<file path="src/pkg/bth_pkg.sv">
// Purpose: constants and carriers for the bridge header identity and BAR words
// Assumes: 32-bit configuration access port with byte enables
// Notes: offsets are byte addresses within the configuration header
package bth_pkg;
  localparam logic [7:0] BTH_OFS_CLASS_REV = 8'h08;
  localparam logic [7:0] BTH_OFS_MISC = 8'h0C;
  localparam logic [7:0] BTH_OFS_BASE_LOW = 8'h10;
  localparam logic [7:0] BTH_OFS_BASE_HIGH = 8'h14;
  localparam logic [7:0] BTH_PROG_IF = 8'h00;
  localparam logic [7:0] BTH_SUB_CLASS = 8'h04;
  localparam logic [7:0] BTH_BASE_CLASS = 8'h06;
  localparam logic [7:0] BTH_CLS_RESET = 8'h00;
  localparam logic [7:0] BTH_LAT_RESET_PCI = 8'h00;
  localparam logic [7:0] BTH_LAT_RESET_PCIX = 8'h40;
  localparam logic [6:0] BTH_HDR_TYPE = 7'h01;
  localparam logic [1:0] BTH_MAP_32 = 2'h0;
  localparam logic [1:0] BTH_MAP_64 = 2'h2;
  localparam int BTH_BASE_LSB = 13;
  localparam logic [18:0] BTH_BASE_LOW_RESET = 19'h00000;
  localparam logic [31:0] BTH_BASE_HIGH_RESET = 32'h00000000;
  // Configuration access request
  typedef struct packed {
    logic rd;
    logic wr;
    logic [7:0] addr;
    logic [3:0] be;
    logic [31:0] wdata;
  } bth_cfg_req_t;
  // Serial EEPROM preload strobe
  typedef struct packed {
    logic ld_rev;
    logic [7:0] rev;
    logic ld_cls;
    logic [7:0] cls;
    logic ld_lat;
    logic [7:0] lat;
    logic ld_map;
    logic [1:0] map;
    logic ld_base_low;
    logic [18:0] base_low;
    logic ld_base_high;
    logic [31:0] base_high;
  } bth_eep_t;
endpackage

</file>
<file path="src/core/bth_header_regs.sv">
// Purpose: identity, cache line, latency, header type and BAR words of the bridge
// Assumes: single clock, configuration requests one cycle wide, EEPROM strobes likewise
// Notes: read data registered one cycle after the read request
`timescale 1ns/1ps
module bth_header_regs
  import bth_pkg::*;
#(
  parameter logic [7:0] SILICON_REV = 8'hA5 // Arbitrary value
) (
  input wire logic clk,
  input wire logic nrst,
  input wire logic reverse_mode,
  input wire logic pcix_mode,
  input wire logic bus_64,
  input wire bth_cfg_req_t cfg_req,
  input wire bth_eep_t eep,
  output logic [31:0] cfg_rdata,
  output logic cfg_rvalid,
  output logic [5:0] cache_line_dw,
  output logic [7:0] prim_latency,
  output logic [63:0] window_base
);

  // Byte lane merge of a write
  function automatic logic [31:0] merge(input logic [31:0] old, input logic [31:0] wd,
                                         input logic [3:0] be);
    logic [31:0] r;
    r = old;
    for (int i = 0; i < 4; i++) begin
      if (be[i]) begin
        r[i*8 +: 8] = wd[i*8 +: 8];
      end
    end
    return r;
  endfunction

  logic [7:0] rev_q, rev_d;
  logic [7:0] cls_q, cls_d;
  logic [7:0] lat_q, lat_d;
  logic [1:0] map_q, map_d;
  logic [18:0] blo_q, blo_d;
  logic [31:0] bhi_q, bhi_d;
  logic [31:0] rdata_q, rdata_d;
  logic rvalid_q, rvalid_d;
  logic lat_init_q, lat_init_d;
  logic [31:0] class_word, misc_word, blo_word, bhi_word, m;
  logic is64;

  assign is64 = (map_q == BTH_MAP_64);

  // Read images of the four words
  always_comb begin
    class_word = {BTH_BASE_CLASS, BTH_SUB_CLASS, BTH_PROG_IF, rev_q};
    misc_word = {8'h00, 1'b0, BTH_HDR_TYPE,
                 (reverse_mode ? lat_q : 8'h00), cls_q};
    blo_word = {blo_q, 9'h000, 1'b0, map_q, 1'b0};
    bhi_word = is64 ? bhi_q : 32'h00000000;
  end

  // Next state of the writable fields
  always_comb begin
    rev_d = rev_q;
    cls_d = cls_q;
    lat_d = lat_q;
    map_d = map_q;
    blo_d = blo_q;
    bhi_d = bhi_q;
    lat_init_d = 1'b1;
    m = 32'h00000000;
    // Latency reset value follows bus flavour, caught after reset release
    if (!lat_init_q) begin
      lat_d = pcix_mode ? BTH_LAT_RESET_PCIX : BTH_LAT_RESET_PCI;
    end
    if (cfg_req.wr) begin
      case (cfg_req.addr)
        BTH_OFS_MISC: begin
          m = merge(misc_word, cfg_req.wdata, cfg_req.be);
          cls_d = m[7:0];
          if (reverse_mode) begin
            lat_d = m[15:8];
          end
        end
        BTH_OFS_BASE_LOW: begin
          m = merge(blo_word, cfg_req.wdata, cfg_req.be);
          blo_d = m[31:BTH_BASE_LSB];
        end
        BTH_OFS_BASE_HIGH: begin
          if (is64) begin
            bhi_d = merge(bhi_q, cfg_req.wdata, cfg_req.be);
          end
        end
        default: begin
          m = 32'h00000000;
        end
      endcase
    end
    // EEPROM preload has priority over software
    if (eep.ld_rev) rev_d = eep.rev;
    if (eep.ld_cls) cls_d = eep.cls;
    if (eep.ld_lat) lat_d = eep.lat;
    if (eep.ld_map) map_d = eep.map;
    if (eep.ld_base_low) blo_d = eep.base_low;
    if (eep.ld_base_high) bhi_d = eep.base_high;
  end

  // Registered read path
  always_comb begin
    rvalid_d = cfg_req.rd;
    rdata_d = 32'h00000000;
    if (cfg_req.rd) begin
      case (cfg_req.addr)
        BTH_OFS_CLASS_REV: rdata_d = class_word;
        BTH_OFS_MISC: rdata_d = misc_word;
        BTH_OFS_BASE_LOW: rdata_d = blo_word;
        BTH_OFS_BASE_HIGH: rdata_d = bhi_word;
        default: rdata_d = 32'h00000000;
      endcase
    end
  end

  always_ff @(posedge clk or negedge nrst) begin
    if (!nrst) begin
      rev_q <= SILICON_REV;
      cls_q <= BTH_CLS_RESET;
      lat_q <= BTH_LAT_RESET_PCI;
      map_q <= BTH_MAP_32;
      blo_q <= BTH_BASE_LOW_RESET;
      bhi_q <= BTH_BASE_HIGH_RESET;
      rdata_q <= 32'h00000000;
      rvalid_q <= 1'b0;
      lat_init_q <= 1'b0;
    end else begin
      rev_q <= rev_d;
      cls_q <= cls_d;
      lat_q <= lat_d;
      map_q <= map_d;
      blo_q <= blo_d;
      bhi_q <= bhi_d;
      rdata_q <= rdata_d;
      rvalid_q <= rvalid_d;
      lat_init_q <= lat_init_d;
    end
  end

  // Effective values for the datapath
  always_comb begin
    cache_line_dw = cls_q[5:0];
    if (cls_q == 8'h00) begin
      cache_line_dw = bus_64 ? 6'h02 : 6'h01;
    end
  end

  assign cfg_rdata = rdata_q;
  assign cfg_rvalid = rvalid_q;
  assign prim_latency = reverse_mode ? lat_q : 8'h00;
  assign window_base = {bhi_word, blo_q, 13'h0000};
endmodule

</file>
<file path="config.mk">
export PLATFORM = sky130hd
export DESIGN_NAME = bth_header_regs
export DESIGN_NICKNAME = d
export VERILOG_FILES = /design/src/pkg/bth_pkg.sv /design/src/core/bth_header_regs.sv
export SDC_FILE = /design/constraint.sdc
export NUM_CORES = 1
export LEC_CHECK = 0
export CORE_MARGIN = 1.5
export CORE_UTILIZATION = 25
export DETAILED_ROUTE_END_ITERATION = 8
export DONT_BUFFER_PORTS = 1
export GPL_ROUTABILITY_DRIVEN = 0
export PLACE_DENSITY_LB_ADDON = 0.2
export SLEW_MARGIN = 30
export SYNTH_ARGS = -nofsm -noshare
export SYNTH_HDL_FRONTEND = slang
export SYNTH_SLANG_ARGS = --single-unit
</file>
<file path="constraint.sdc">
create_clock -name clk -period 2.9 [get_ports clk]
set_input_delay 0.435 -clock clk [delete_from_list [all_inputs] [get_ports clk]]
set_output_delay 0.435 -clock clk [all_outputs]
set_load 0.005 [all_outputs]
</file>
==> tab_implementation.tex <==
\begin{tabular}{lr}
\hline
Metric & Value \\
\hline
\multicolumn{2}{l}{\textbf{Synth}} \\
Post-synthesis sequential area ratio & 0.494 \\
Cell count after synthesis & between 500 and 600 \\
Combined area of all synthesized cells & between 5000 and 6000 um\^{}2 \\
Post-synth top area cell & dfrtp\_1 \\
Number of synthesized register bits & 111 \\
Share of flip-flops with an asynchronous set or reset after synthesis & 1.00 \\
Top area cells in the synthesized netlist & dfrtp\_1 48\%, mux2\_2 17\%, and2\_1 5.4\% \\
Main flop type after synthesis & dfrtp\_1 \\
Top cell type's share of synthesized area & 0.475 \\
Number of enable-type register cells in the synthesized netlist & 0 \\
Number of synthesis warnings & 0 \\
Number of unique standard cell types used by synthesis & 43 \\
Avg Inst Size Synth & 11.2 um\^{}2 \\
\multicolumn{2}{l}{\textbf{Critical path}} \\
Buffer and inverter count on the worst path & 1 \\
Data arrival at the endpoint of the critical path & between 1.5 and 2 ns \\
Delay contributed by the slowest stage of the critical path & $\sim$0.48 ns \\
CP Data Required Time & 2.47 ns \\
Worst path top cell family by delay & simple AND/OR/NAND/NOR gates \\
Critical Path, Cell by Cell & nor2b\_4, buf\_4, and2\_1 \\
Biggest fanout along the worst timing path & 27 \\
Crit path max-delay cell type & dfrtp\_1 \\
Worst Path Class, Setup & reg -> out \\
Crit end category & output port \\
Setup slack of the worst register-to-register path & between 0.7 and 0.8 ns \\
Critical Path Start Type & register \\
\multicolumn{2}{l}{\textbf{Outcome}} \\
Result of the run & finished with violations \\
Failing checks & design-rule violations, negative hold slack \\
\multicolumn{2}{l}{\textbf{Placement}} \\
Port Buf Inserts & 0 \\
Placed insts & between 700 and 800 \\
Final HPWL from detailed placement & roughly 13 mm \\
\multicolumn{2}{l}{\textbf{Power and ir drop}} \\
Power density of the placed cells & approximately 530 nW/um\^{}2 \\
Clock share of power & 0.371 \\
Leakage & $\sim$2.5 nW \\
Power share of the sequential group & 0.532 \\
Peak VDD IR & $\sim$0.21 mV \\
Final Power & 3.32 mW \\
Sw Share & 0.259 \\
Net Sw Power & around 860 uW \\
Cell internal power dissipation & roughly 2.5 mW \\
Combinational cell fraction of total power & 0.097 \\
\multicolumn{2}{l}{\textbf{Layout}} \\
Share of cells above drive strength 1 & 0.264 \\
Most frequent cells in the layout & 107 x dfrtp\_1, 85 x mux2\_2, 49 x and2\_1 \\
Fill count & 2,256 \\
Relative area change from synthesis to final layout & 10.6\% \\
Number of diodes & 0 \\
Final Net Count & $\sim$620 \\
Final cell count without fillers & around 770 \\
Most common library cell in the layout ignoring fill and taps & dfrtp\_1 \\
Final Util & 0.284 \\
\multicolumn{2}{l}{\textbf{Die}} \\
Standard-cell rows & 54 \\
Die Height & around 150 um \\
Initial core utilization & 0.257 \\
Total I/O pin count & 245 \\
Core region area & between 20,000 and 25,000 um\^{}2 \\
Floorplan die width & roughly 150 um \\
Die area & 23,400 um\^{}2 \\
\multicolumn{2}{l}{\textbf{STA}} \\
Setup Total Neg Slack & 0 ns \\
Final worst-path cycle share & 0.792 \\
Final Hold Violating Endpoints & 111 \\
Slew at the pin closest to its max-slew limit & slightly below 0.9 ns \\
Clock skew after layout & $\sim$0.012 ns \\
Setup repair after global routing missed its margin & no \\
Hold slack & -0.224 ns \\
Max frequency & between 400 and 500 MHz \\
Final setup vio count & 0 \\
Rel. slew slack & 0.421 \\
Post-layout minimum cycle time & around 2.3 ns \\
Final count of pins violating max slew & 0 \\
\multicolumn{2}{l}{\textbf{GRT}} \\
Largest net degree at the start of global routing & $\sim$110 \\
Global-route wire length before repair & 27.5 mm \\
Antenna violations before repair & 0 \\
GR Util All Layers & 0.155 \\
Number of global-route vias before repair & 4,325 \\
Total congestion overflow & 0 \\
\multicolumn{2}{l}{\textbf{CTS}} \\
Clock root cell & clkbuf\_16 \\
CTS tree & done \\
Clock transition at the register clock pins on the worst setup and hold paths after CTS & roughly 0.08 ns \\
Clock insertion delay at the later pin of the skew report & $\sim$0.35 ns \\
Post-cts resize count & 0 \\
CTS Sinks & 111 \\
CTS H-tree depth & 3 \\
Clock buffer count from CTS & 9 \\
Buffers from clock root to sink, at most & 2 \\
\multicolumn{2}{l}{\textbf{Detailed routing}} \\
Total wirelength of the detailed-routed design & approximately 18 mm \\
Wire length on met2 & between 8 and 9 mm \\
Routed metal-1 wire length & roughly 7.6 mm \\
Vias after detailed routing & 3,922 \\
Wirelength per Cell & between 20 and 25 um \\
Number of violations reported at the end of detailed-routing iteration 0 & between 150 and 200 \\
Amount of wire on met3 after detailed routing & approximately 1.4 mm \\
Final ANT Viol Nets & 0 \\
DR pass1 iterations & 8 \\
Topmost layer with routed signal wires & met4 \\
Residual DRC & 15 \\
Vias/cell & 5.07 \\
\multicolumn{2}{l}{\textbf{Min path}} \\
Worst Hold Class & in -> async \\
\multicolumn{2}{l}{\textbf{Run}} \\
Maximum capacitance violations & 0 \\
\hline
\end{tabular}
worst register-to-register path: stages (launching register included):
cell,delay [ns]
dfrtp_1,0.48
nor2b_4,0.39
nand4_1,0.45
mux2_2,0.45
mux2_2,0.26
Yosys cell counts (3+ instances only):
cell / instances
clkbuf_1: 30
a21oi_1: 7
a2bb2oi_1: 6
buf_2: 4
a22oi_1: 27
o21ai_1: 3
buf_1: 4
nand4_1: 4
a221o_1: 7
nor2_1: 30
mux2_2: 85
mux2i_1: 25
and3_1: 3
dfstp_2: 4
and2_1: 49
a31oi_1: 5
buf_4: 13
o21ai_0: 23
dfrtp_1: 107
nand2_1: 28
nor2b_1: 5
sequential cells by signal, summed over array words and instances, names as in the netlist:
name	flops
blo_q	19
lat_q	8
bhi_q	32
cfg_rdata	32
lat_init_q	1
rev_q	8
cfg_rvalid	1
map_q	2
cls_q	8
power by group through the flow:
stage	Clock (mW)	Combinational, mW	Sequential, mW
final	1.23	0.322	1.77
after global routing	1.34	0.359	1.78
after CTS	1.29	0.328	1.77
after detailed placement	0	0.326	1.80
after global placement	0	0.320	1.80
after floorplan	0	0.308	1.75
per-layer routing:
metal | vias to the layer above | track usage
met5 | - | 0
met4 | 0 | 0.0444
met3 | 22 | 0.0485
met2 | 177 | 0.256
met1 | 1983 | 0.194
li1 | 1740 | -
final timing paths:
check                       startpoint              end  cells past startpoint
hold / removal                    nrst         map_q[1]                      0
setup reg to reg              map_q[1]         bhi_q[4]                      4
hold reg to reg               rev_q[3]         rev_q[3]                      1
min in group clk           cfg_req[45]       cfg_rvalid                      0
setup / recovery              map_q[1]  window_base[48]                      3
max in group asynchronous         nrst         rev_q[0]                      0
cells by family after synthesis:
group	share of synthesized area
buffers and inverters	0.0442
other	0.00133
DFF	0.494
and+or+nand+nor	0.139
AOI/OAI and AO/OA	0.103
muxes	0.218
timing repair:
action | CTS | global route
buffers inserted | 0 | 0
hold endpoints to repair | 111 | 111
setup endpoints to repair | 0 | 0
per-stage QoR:
stage	worst slack [ns]	hold slack (ns)	cell area (um^2)
after global routing	0.483	-0.249	6230
after global placement	0.476	0.148	5940
after detailed placement	0.330	0.145	5950
after floorplan	0.643	0.139	5680
final	0.605	-0.224	6230
after CTS	0.539	-0.251	6230
final cells by class:
type	count	area [um^2]	area share
Sequential cell	111	2780	0.447
Timing Repair Buffer	14	118	0.0189
Multi-Input combinational cell	351	2690	0.432
Clock inverter	5	40.0	0.00643
Inverter	1	3.75	0.000603
Clock buffer	11	243	0.0390
Tap cell	280	350	0.0562
(Power assumes the default switching activity.)
